==> config.mk <==
export PLATFORM = sky130hd
export DESIGN_NAME = lfd_regs
export DESIGN_NICKNAME = d
export VERILOG_FILES = /design/src/common/lfd_pkg.sv /design/src/logic/lfd_watchdog.sv /design/src/logic/lfd_regs.sv
export SDC_FILE = /design/constraint.sdc
export NUM_CORES = 1
export LEC_CHECK = 0
export CORE_ASPECT_RATIO = 1.25
export CORE_MARGIN = 3
export CORE_UTILIZATION = 58
export DETAILED_ROUTE_END_ITERATION = 12
export DONT_BUFFER_PORTS = 1
export GPL_TIMING_DRIVEN = 1
export HOLD_SLACK_MARGIN = 0.12
export PLACE_DENSITY = 0.76
export REMOVE_ABC_BUFFERS = 1
export SYNTH_ARGS = -nofsm -noshare
export SYNTH_HDL_FRONTEND = slang
export SYNTH_HIERARCHICAL = 1
export SYNTH_SLANG_ARGS = --single-unit
==> constraint.sdc <==
create_clock -name core_clk_i -period 3.9 [get_ports core_clk_i]
set_input_delay 0.975 -clock core_clk_i [delete_from_list [all_inputs] [get_ports core_clk_i]]
set_output_delay 0.975 -clock core_clk_i [all_outputs]
set_load 0.005 [all_outputs]
==> src/common/lfd_pkg.sv <==
package lfd_pkg;
    // register offsets
    localparam logic [7:0] SYSTEM_CONFIG_ADDR         = 8'h4A;
    localparam logic [7:0] FAULT_THRESHOLDS_ADDR      = 8'h4B;
    localparam logic [7:0] FAULT_ENABLES_ADDR         = 8'h4C;
    localparam logic [7:0] FAULT_RESPONSE_CONFIG_ADDR = 8'h4D;
    localparam logic [7:0] STRING_SHORT_FLAGS_LO_ADDR = 8'h4E;
    localparam logic [7:0] STRING_SHORT_FLAGS_HI_ADDR = 8'h4F;
    localparam logic [7:0] STRING_OPEN_FLAGS_LO_ADDR  = 8'h51;
    localparam logic [7:0] STRING_OPEN_FLAGS_HI_ADDR  = 8'h52;
    localparam logic [7:0] SINGLE_LED_FLAGS_LO_ADDR   = 8'h54;
    localparam logic [7:0] SINGLE_LED_FLAGS_HI_ADDR   = 8'h55;

    // reset values
    localparam logic [7:0] SYSTEM_CONFIG_RST          = 8'h08;
    localparam logic [7:0] FAULT_THRESHOLDS_RST       = 8'h04;
    localparam logic [7:0] FAULT_ENABLES_RST          = 8'h0F;
    localparam logic [7:0] FAULT_RESPONSE_CONFIG_RST  = 8'h63;
    localparam logic [7:0] FLAGS_RST                  = 8'h00;

    // writable bits per register
    localparam logic [7:0] SYSTEM_CONFIG_MASK         = 8'hFF;
    localparam logic [7:0] FAULT_THRESHOLDS_MASK      = 8'h7F;
    localparam logic [7:0] FAULT_ENABLES_MASK         = 8'h3F;
    localparam logic [7:0] FAULT_RESPONSE_MASK        = 8'h7F;

    // system_config fields
    localparam int SPREAD_ON_BIT     = 7;
    localparam int SPREAD_RANGE_LSB  = 5;
    localparam int WRITE_ACK_EN_BIT  = 4;
    localparam int WDT_TAP_LSB       = 1;
    localparam int PWR_MARKER_BIT    = 0;

    // fault_thresholds fields
    localparam int STR_SHORT_TH_LSB  = 4;
    localparam int SUPPLY_FLOOR_LSB  = 0;

    // fault_enables fields
    localparam int SINGLE_REPORT_BIT = 5;
    localparam int SINGLE_DETECT_BIT = 4;
    localparam int SHORT_REPORT_BIT  = 3;
    localparam int SHORT_DETECT_BIT  = 2;
    localparam int OPEN_REPORT_BIT   = 1;
    localparam int OPEN_DETECT_BIT   = 0;

    // fault_response_config fields
    localparam int SHORT_CUT_BIT     = 6;
    localparam int OPEN_CUT_BIT      = 5;
    localparam int SINGLE_CUT_BIT    = 4;
    localparam int DELAY_CODE_LSB    = 0;

    // flag layout: six channels per register
    localparam int CH_PER_REG        = 6;
    localparam int NUM_CH            = 12;

    localparam logic [7:0] WRITE_ACK_BYTE = 8'h7F;

    // timing
    localparam int CLK_PERIOD_NS     = 40;
    localparam int WDT_BASE_MS       = 8;
    localparam int WDT_COUNT_W       = 24;
    localparam int WDT_TAP_BASE      = 5;
    localparam int WDT_TICK_CYC      = (WDT_BASE_MS * 1000000) / ((1 << WDT_TAP_BASE) * CLK_PERIOD_NS);
    localparam int DLY_SHORT_NS      = 32000;
    localparam int DLY_LONG_NS       = 7812500;
    localparam int DLY_SHORT_CYC     = (DLY_SHORT_NS + CLK_PERIOD_NS - 1) / CLK_PERIOD_NS;
    localparam int DLY_LONG_CYC      = (DLY_LONG_NS + CLK_PERIOD_NS - 1) / CLK_PERIOD_NS;
    localparam int DLY_CODE_SPLIT    = 8;
    localparam int DLY_CNT_W         = 26;
endpackage

==> src/logic/lfd_watchdog.sv <==
`timescale 1ns/1ns
module lfd_watchdog #(
    parameter int TICK_CYC = lfd_pkg::WDT_TICK_CYC
) (
    input  wire logic       core_clk_i,
    input  wire logic       rst_n_i,
    input  wire logic       ce_i,
    input  wire logic       kick_i,
    input  wire logic [2:0] tap_i,
    output logic            timeout_o
);
    logic [lfd_pkg::WDT_COUNT_W-1:0] cnt_reg;
    logic [15:0]                     pre_reg;
    logic                            tick;
    logic [4:0]                      tap_bit;
    logic                            hit;

    assign tick    = (pre_reg == 16'(TICK_CYC - 1));
    assign tap_bit = 5'(lfd_pkg::WDT_TAP_BASE) + {2'h0, tap_i};
    assign hit     = cnt_reg[tap_bit];

    always_ff @(posedge core_clk_i) begin
        if (!rst_n_i) begin
            cnt_reg   <= '0;
            pre_reg   <= '0;
            timeout_o <= 1'b0;
        end else if (ce_i) begin
            if (kick_i) begin
                cnt_reg   <= '0;
                pre_reg   <= '0;
                timeout_o <= 1'b0;
            end else begin
                pre_reg <= tick ? 16'h0000 : pre_reg + 16'h0001;
                if (tick && !timeout_o)
                    cnt_reg <= cnt_reg + 24'h000001;
                if (hit)
                    timeout_o <= 1'b1;
            end
        end
    end
endmodule

==> src/logic/lfd_regs.sv <==
`timescale 1ns/1ns
// Contract
// - ack byte 7F after writes when enabled
// - power marker clears at reset, host sets
// - watchdog is 24-bit, tap selects bit
// - tap codes 8ms doubling, default 128ms
// - spread range field selects four ranges
// - supply floor code gates open/single detect
// - string short threshold code, 111 reserved
// - three detect enables gate detection
// - three report enables drive fault pin
// - report delay code sets fault delay
// - current cut bits reduce faulted channel
// - per-channel flags show channel faults
module lfd_regs #(
    parameter int WDT_TICK_CYC  = lfd_pkg::WDT_TICK_CYC,
    parameter int DLY_SHORT_CYC = lfd_pkg::DLY_SHORT_CYC,
    parameter int DLY_LONG_CYC  = lfd_pkg::DLY_LONG_CYC
) (
    input  wire logic        core_clk_i,
    input  wire logic        rst_n_i,
    input  wire logic        ce_i,
    // decoded command port from the link receiver
    input  wire logic        reg_wr_i,
    input  wire logic        reg_rd_i,
    input  wire logic [7:0]  reg_addr_i,
    input  wire logic [7:0]  reg_wdata_i,
    output logic [7:0]       reg_rdata_o,
    output logic             reg_rvalid_o,
    output logic             ack_req_o,
    output logic [7:0]       ack_byte_o,
    // analog front end
    input  wire logic [11:0] raw_string_short_i,
    input  wire logic [11:0] raw_string_open_i,
    input  wire logic [11:0] raw_single_short_i,
    input  wire logic        supply_above_floor_i,
    output logic [3:0]       detect_supply_floor_o,
    output logic [2:0]       string_short_threshold_o,
    output logic             spread_spectrum_on_o,
    output logic [1:0]       spread_range_select_o,
    output logic [11:0]      current_cut_o,
    output logic             wdt_timeout_o,
    output logic             fault_pin_n_o
);
    logic [7:0]  system_config_reg;
    logic [7:0]  fault_thresholds_reg;
    logic [7:0]  fault_enables_reg;
    logic [7:0]  fault_response_config_reg;
    logic [11:0] channel_string_short_flag_reg;
    logic [11:0] channel_string_open_flag_reg;
    logic [11:0] channel_single_short_flag_reg;
    localparam int DLY_CNT_W_L = lfd_pkg::DLY_CNT_W;

    logic [DLY_CNT_W_L-1:0] dly_cnt_reg;

    // six-channel slice of a flag vector into a register byte
    function automatic logic [7:0] flag_half(input logic [11:0] flags, input logic hi);
        flag_half = {2'h0, hi ? flags[11:6] : flags[5:0]};
    endfunction

    function automatic logic wr_hit(input logic [7:0] addr, input logic [7:0] target);
        wr_hit = (addr == target);
    endfunction

    wire wr_sys   = reg_wr_i && wr_hit(reg_addr_i, lfd_pkg::SYSTEM_CONFIG_ADDR);
    wire wr_thr   = reg_wr_i && wr_hit(reg_addr_i, lfd_pkg::FAULT_THRESHOLDS_ADDR);
    wire wr_en    = reg_wr_i && wr_hit(reg_addr_i, lfd_pkg::FAULT_ENABLES_ADDR);
    wire wr_resp  = reg_wr_i && wr_hit(reg_addr_i, lfd_pkg::FAULT_RESPONSE_CONFIG_ADDR);

    // enable fields
    wire single_report_en = fault_enables_reg[lfd_pkg::SINGLE_REPORT_BIT];
    wire single_detect_en = fault_enables_reg[lfd_pkg::SINGLE_DETECT_BIT];
    wire short_report_en  = fault_enables_reg[lfd_pkg::SHORT_REPORT_BIT];
    wire short_detect_en  = fault_enables_reg[lfd_pkg::SHORT_DETECT_BIT];
    wire open_report_en   = fault_enables_reg[lfd_pkg::OPEN_REPORT_BIT];
    wire open_detect_en   = fault_enables_reg[lfd_pkg::OPEN_DETECT_BIT];

    wire       short_cut_en  = fault_response_config_reg[lfd_pkg::SHORT_CUT_BIT];
    wire       open_cut_en   = fault_response_config_reg[lfd_pkg::OPEN_CUT_BIT];
    wire       single_cut_en = fault_response_config_reg[lfd_pkg::SINGLE_CUT_BIT];
    wire [3:0] delay_code    = fault_response_config_reg[lfd_pkg::DELAY_CODE_LSB +: 4];

    // below supply floor, open and single-short are masked
    wire [11:0] short_next  = short_detect_en ? raw_string_short_i : 12'h000;
    wire [11:0] open_next   = (open_detect_en && supply_above_floor_i) ? raw_string_open_i : 12'h000;
    wire [11:0] single_next = (single_detect_en && supply_above_floor_i) ? raw_single_short_i : 12'h000;

    wire report_any = (short_report_en && |channel_string_short_flag_reg)
                   || (open_report_en && |channel_string_open_flag_reg)
                   || (single_report_en && |channel_single_short_flag_reg);

    wire [3:0] long_shift = delay_code - 4'(lfd_pkg::DLY_CODE_SPLIT);
    wire [DLY_CNT_W_L-1:0] dly_short_base = DLY_CNT_W_L'(DLY_SHORT_CYC);
    wire [DLY_CNT_W_L-1:0] dly_long_base  = DLY_CNT_W_L'(DLY_LONG_CYC);
    wire [DLY_CNT_W_L-1:0] dly_target = delay_code[3] ? (dly_long_base << long_shift[2:0])
                                                      : (dly_short_base << delay_code[2:0]);
    wire dly_done = (dly_cnt_reg >= dly_target);

    wire [11:0] cut_next = (channel_string_short_flag_reg & {12{short_cut_en}})
                         | (channel_string_open_flag_reg  & {12{open_cut_en}})
                         | (channel_single_short_flag_reg & {12{single_cut_en}});

    // read mux, bits 7:6 of flag registers read zero
    logic [7:0] rd_mux;
    always_comb begin
        unique case (reg_addr_i)
            lfd_pkg::SYSTEM_CONFIG_ADDR:         rd_mux = system_config_reg;
            lfd_pkg::FAULT_THRESHOLDS_ADDR:      rd_mux = fault_thresholds_reg;
            lfd_pkg::FAULT_ENABLES_ADDR:         rd_mux = fault_enables_reg;
            lfd_pkg::FAULT_RESPONSE_CONFIG_ADDR: rd_mux = fault_response_config_reg;
            lfd_pkg::STRING_SHORT_FLAGS_LO_ADDR: rd_mux = flag_half(channel_string_short_flag_reg, 1'b0);
            lfd_pkg::STRING_SHORT_FLAGS_HI_ADDR: rd_mux = flag_half(channel_string_short_flag_reg, 1'b1);
            lfd_pkg::STRING_OPEN_FLAGS_LO_ADDR:  rd_mux = flag_half(channel_string_open_flag_reg, 1'b0);
            lfd_pkg::STRING_OPEN_FLAGS_HI_ADDR:  rd_mux = flag_half(channel_string_open_flag_reg, 1'b1);
            lfd_pkg::SINGLE_LED_FLAGS_LO_ADDR:   rd_mux = flag_half(channel_single_short_flag_reg, 1'b0);
            lfd_pkg::SINGLE_LED_FLAGS_HI_ADDR:   rd_mux = flag_half(channel_single_short_flag_reg, 1'b1);
            default:                             rd_mux = 8'h00;
        endcase
    end

    // marker bit clears at reset or when the host writes it zero
    always_ff @(posedge core_clk_i) begin
        if (!rst_n_i) begin
            system_config_reg         <= lfd_pkg::SYSTEM_CONFIG_RST;
            fault_thresholds_reg      <= lfd_pkg::FAULT_THRESHOLDS_RST;
            fault_enables_reg         <= lfd_pkg::FAULT_ENABLES_RST;
            fault_response_config_reg <= lfd_pkg::FAULT_RESPONSE_CONFIG_RST;
        end else if (ce_i) begin
            if (wr_sys)
                system_config_reg <= reg_wdata_i & lfd_pkg::SYSTEM_CONFIG_MASK;
            if (wr_thr)
                fault_thresholds_reg <= reg_wdata_i & lfd_pkg::FAULT_THRESHOLDS_MASK;
            if (wr_en)
                fault_enables_reg <= reg_wdata_i & lfd_pkg::FAULT_ENABLES_MASK;
            if (wr_resp)
                fault_response_config_reg <= reg_wdata_i & lfd_pkg::FAULT_RESPONSE_MASK;
        end
    end

    // flags follow the gated channel faults
    always_ff @(posedge core_clk_i) begin
        if (!rst_n_i) begin
            channel_string_short_flag_reg <= 12'h000;
            channel_string_open_flag_reg  <= 12'h000;
            channel_single_short_flag_reg <= 12'h000;
            current_cut_o                 <= 12'h000;
        end else if (ce_i) begin
            channel_string_short_flag_reg <= short_next;
            channel_string_open_flag_reg  <= open_next;
            channel_single_short_flag_reg <= single_next;
            current_cut_o                 <= cut_next;
        end
    end

    // pin falls once reported fault outlasts delay
    always_ff @(posedge core_clk_i) begin
        if (!rst_n_i) begin
            dly_cnt_reg   <= '0;
            fault_pin_n_o <= 1'b1;
        end else if (ce_i) begin
            if (!report_any) begin
                dly_cnt_reg   <= '0;
                fault_pin_n_o <= 1'b1;
            end else if (dly_done) begin
                fault_pin_n_o <= 1'b0;
            end else begin
                dly_cnt_reg <= dly_cnt_reg + DLY_CNT_W_L'(1);
            end
        end
    end

    // ack only when enabled, on every write, mapped address or not
    always_ff @(posedge core_clk_i) begin
        if (!rst_n_i) begin
            reg_rdata_o  <= 8'h00;
            reg_rvalid_o <= 1'b0;
            ack_req_o    <= 1'b0;
            ack_byte_o   <= 8'h00;
        end else if (ce_i) begin
            reg_rvalid_o <= reg_rd_i;
            if (reg_rd_i)
                reg_rdata_o <= rd_mux;
            ack_req_o <= reg_wr_i && system_config_reg[lfd_pkg::WRITE_ACK_EN_BIT];
            if (reg_wr_i)
                ack_byte_o <= lfd_pkg::WRITE_ACK_BYTE;
        end
    end

    // threshold codes pass to the comparator, reserved code unchanged
    assign string_short_threshold_o = fault_thresholds_reg[lfd_pkg::STR_SHORT_TH_LSB +: 3];
    assign detect_supply_floor_o    = fault_thresholds_reg[lfd_pkg::SUPPLY_FLOOR_LSB +: 4];
    // range code straight to the modulator
    assign spread_range_select_o    = system_config_reg[lfd_pkg::SPREAD_RANGE_LSB +: 2];
    // no 244Hz interlock, host keeps it
    assign spread_spectrum_on_o     = system_config_reg[lfd_pkg::SPREAD_ON_BIT];

    // any command restarts the link watchdog
    // 24-bit counter with tap select
    lfd_watchdog #(
        .TICK_CYC (WDT_TICK_CYC)
    ) u_wdt (
        .core_clk_i (core_clk_i),
        .rst_n_i    (rst_n_i),
        .ce_i       (ce_i),
        .kick_i     (reg_wr_i || reg_rd_i),
        .tap_i      (system_config_reg[lfd_pkg::WDT_TAP_LSB +: 3]),
        .timeout_o  (wdt_timeout_o)
    );
endmodule

==> tab_implementation.tex <==
\begin{tabular}{lr}
\hline
Metric & Value \\
\hline
\multicolumn{2}{l}{\textbf{Timing}} \\
Max Fclk & 0.287 GHz \\
Number of failing setup endpoints in the final timing report & 0 \\
Final count of pins violating max slew & 0 \\
Final total negative setup slack & 0 ns \\
Hold slack final & 0.481 ns \\
Worst Skew & 0.0127 ns \\
Final worst path period need & 3.48 ns \\
Number of failing hold endpoints at the final stage & 0 \\
Max\_slew headroom & 0.398 \\
Period utilization & 0.892 \\
Least-Margin Pin Slew & 0.901 ns \\
Setup repair after global routing missed its margin & no \\
\multicolumn{2}{l}{\textbf{Critical path}} \\
Data arrival time at the worst-slack endpoint & 3.79 ns \\
Crit Path Max Fanout & 14 \\
Worst-path cell with the longest stage delay & sky130\_fd\_sc\_hd\_\_dfxtp\_1 \\
Biggest cell delay along the critical path & 0.59 ns \\
Buffering stage count on the worst path with inverters included & 2 \\
Req. time, crit path & 4.21 ns \\
Critical setup path kind & register to register \\
Cell breakdown of the critical path & inv\_1, ha\_1, o21ai\_0, a21boi\_0, ha\_1, nand4\_1, nor4\_1, o2111ai\_1, nor2\_2, buf\_4, nor4\_1, a221o\_1 \\
CP startpoint kind & register \\
Reg2reg path depth & 12 \\
Crit-path leading delay family & simple AND/OR/NAND/NOR gates \\
Critical Path End Type & register \\
Count of cell instances traversed by the critical path & 12 \\
\multicolumn{2}{l}{\textbf{CTS}} \\
Largest buffer count on any clock path & 2 \\
Clock sink count & 147 \\
Total setup buffers inserted after CTS & 0 \\
CTS Hold Buffers Added & 0 \\
TritonCTS buffer count & 17 \\
Register clock-pin slew on the reported worst setup and hold paths & 0.07 ns \\
Clock tree from TritonCTS & yes \\
Clock tree root buffer cell & sky130\_fd\_sc\_hd\_\_clkbuf\_16 \\
Number of H-tree levels & 4 \\
Clk Latency, worst-skew pair & 0.44 ns \\
Post\_cts resized & 0 \\
\multicolumn{2}{l}{\textbf{Placement}} \\
Standard cell area after detailed placement & 0.00827 sq mm \\
HPWL after DPL & 15900 um \\
Port buffer count & 0 \\
Final Wtd Congestion & 0.941 \\
\multicolumn{2}{l}{\textbf{Pwr}} \\
Maximum vdd ir drop & 296 uV \\
Power per Cell Area & 373 mW/mm\^{}2 \\
Standby leakage power & 0.00328 uW \\
\multicolumn{2}{l}{\textbf{Layout}} \\
Number of nets at the end of the flow & 1040 \\
Max reg flops & 26 \\
Leading cell types in the layout, fill and taps excluded & sky130\_fd\_sc\_hd\_\_dfxtp\_1, sky130\_fd\_sc\_hd\_\_nor2\_1, sky130\_fd\_sc\_hd\_\_nand2\_1 \\
\# diodes & 0 \\
Final-layout fill cell count & 1224 \\
Final design area excluding fillers & 0.00885 sq mm \\
Area added between synthesis and finish & 6.59\% \\
Leading cell type in the layout, fill and taps excluded & sky130\_fd\_sc\_hd\_\_dfxtp\_1 \\
Share of post-route cells with drive strength above 1 & 0.0834 \\
\multicolumn{2}{l}{\textbf{Drt}} \\
First-pass iteration count of the detailed router & 8 \\
Starting DRC count in detailed routing & 594 \\
DRC violations left & 0 \\
Avg WL per Cell & 19.4 um \\
Via Count & 7436 \\
Final Routed Wirelength & 22000 um \\
Antenna viol nets, final & 0 \\
Via density per instance & 6.56 \\
\multicolumn{2}{l}{\textbf{Run status}} \\
Status & finished clean \\
\multicolumn{2}{l}{\textbf{Global routing}} \\
Antenna violations before repair & 0 \\
Maximum number of pins on one net before global-route repair & 54 \\
Vias in the first global route & 7005 \\
Total gr overflow & 0 \\
First-pass GRT wire length & 36600 um \\
Overall track demand over capacity in global routing & 0.284 \\
\multicolumn{2}{l}{\textbf{Min path}} \\
Worst Hold Path Cells & 2 \\
Hold/Removal Path Class & register to register \\
\multicolumn{2}{l}{\textbf{Floorplanning}} \\
Initial core utilization & 0.596 \\
Number of rows created at floorplan & 48 \\
Die Wd & 113 um \\
I/O pin count & 100 \\
Die outline height & 140 um \\
Core region area & 0.0139 sq mm \\
Area enclosed by the die boundary & 0.0158 sq mm \\
\multicolumn{2}{l}{\textbf{Yosys}} \\
Cell area after technology mapping & 0.00830 sq mm \\
Most used DFF post-synth & sky130\_fd\_sc\_hd\_\_dfxtp\_1 \\
Fraction of post-synthesis cell area in the top cell type by area & 0.354 \\
EDFF count, synth & 0 \\
Yosys synthesis warning count & 6 \\
Biggest area contributors in the synthesized netlist & sky130\_fd\_sc\_hd\_\_dfxtp\_1, sky130\_fd\_sc\_hd\_\_nor2\_1, sky130\_fd\_sc\_hd\_\_ha\_1, sky130\_fd\_sc\_hd\_\_mux2i\_1, sky130\_fd\_sc\_hd\_\_a22oi\_1 \\
FF+latch count, synth & 147 \\
Biggest area consumer among synthesized cells & sky130\_fd\_sc\_hd\_\_dfxtp\_1 \\
Post-synthesis async set-or-reset flop share & 0 \\
Cell count after synthesis & 979 \\
Distinct cell type count after synthesis & 83 \\
Post-synthesis average cell area & 8.48 sq um \\
Portion of the post-synthesis area used by sequential elements & 0.354 \\
\multicolumn{2}{l}{\textbf{Job}} \\
Reported max-cap violation count & 0 \\
\hline
\end{tabular}
## tightest hold or removal path, stage by stage (launching register included)
cell                      delay, ns
sky130_fd_sc_hd__dfxtp_1       0.33
sky130_fd_sc_hd__nand2_1       0.06
sky130_fd_sc_hd__a21oi_1       0.05
## through the flow
step                 util  total power (uW)  instances  setup WS, ns
finish              0.635              3300       1134         0.421
global route        0.635              3400       1134        0.0557
CTS                 0.635              3320       1134         0.507
detailed placement  0.594              1750       1102         0.519
global placement    0.594              1750       1102         0.607
floorplan               -              1700        915         0.386
## cell usage after synthesis, types with 20 or more instances
cell type	number
sky130_fd_sc_hd__a211oi_1	20
sky130_fd_sc_hd__ha_1	36
sky130_fd_sc_hd__nand3_1	24
sky130_fd_sc_hd__a21oi_1	37
sky130_fd_sc_hd__nand2_1	88
sky130_fd_sc_hd__o21ai_0	35
sky130_fd_sc_hd__clkbuf_1	28
sky130_fd_sc_hd__nor4_1	23
sky130_fd_sc_hd__nor2_1	127
sky130_fd_sc_hd__a22oi_1	44
sky130_fd_sc_hd__inv_1	25
sky130_fd_sc_hd__mux2i_1	34
sky130_fd_sc_hd__dfxtp_1	147
## per-layer routing
| metal | GRT usage | part of all wire |
|---|---|---|
| met5 | 0 | 0 |
| met4 | 0.141 | 0.040 |
| met2 | 0.470 | 0.50 |
| met3 | 0.0670 | 0.068 |
| met1 | 0.344 | 0.40 |
## logic make-up after synthesis
| group | Yosys count | synth area share |
|---|---|---|
| AND/OR/NAND/NOR | 402 | 0.244 |
| buffers and inverters | 90 | 0.0524 |
| AO/OA/AOI/OAI | 243 | 0.215 |
| adder cells (fa/ha/maj) | 36 | 0.0542 |
| other | 1 | 0.000452 |
| XOR/XNOR | 17 | 0.0179 |
| multiplexers | 43 | 0.0613 |
| flip-flops | 147 | 0.354 |
## cell type report
class	instances	area, sq um	area share
tap	175	219	0.0247
clock inverter	14	136	0.0154
timing repair buffer	12	90.1	0.0102
multi-input combinational	742	4920	0.556
clock buffer	18	439	0.0496
sequential	147	2940	0.333
inverter	26	97.6	0.0110
## path summary, 6_finish.rpt
path | from | end | slack, ns
setup / recovery | fault_response_config_reg[3]$_SDFFE_PN0P_ | dly_cnt_reg[5]$_SDFFE_PN0P_ | 0.42
hold / removal | reg_rdata_o[7]$_SDFFE_PN0P_ | reg_rdata_o[7]$_SDFFE_PN0P_ | 0.48
setup reg to reg | fault_response_config_reg[3]$_SDFFE_PN0P_ | dly_cnt_reg[5]$_SDFFE_PN0P_ | 0.42
hold reg to reg | reg_rdata_o[7]$_SDFFE_PN0P_ | reg_rdata_o[7]$_SDFFE_PN0P_ | 0.48
## report_power, final
group	switching [uW]	internal [uW]	total [uW]	leakage [uW]
combinational	98.1	63.0	161	0.00181
clock	723	863	1590	0.000281
sequential	30.2	1530	1560	0.00119
total	851	2450	3300	0.00328
Power figures use the tool's default switching activity.
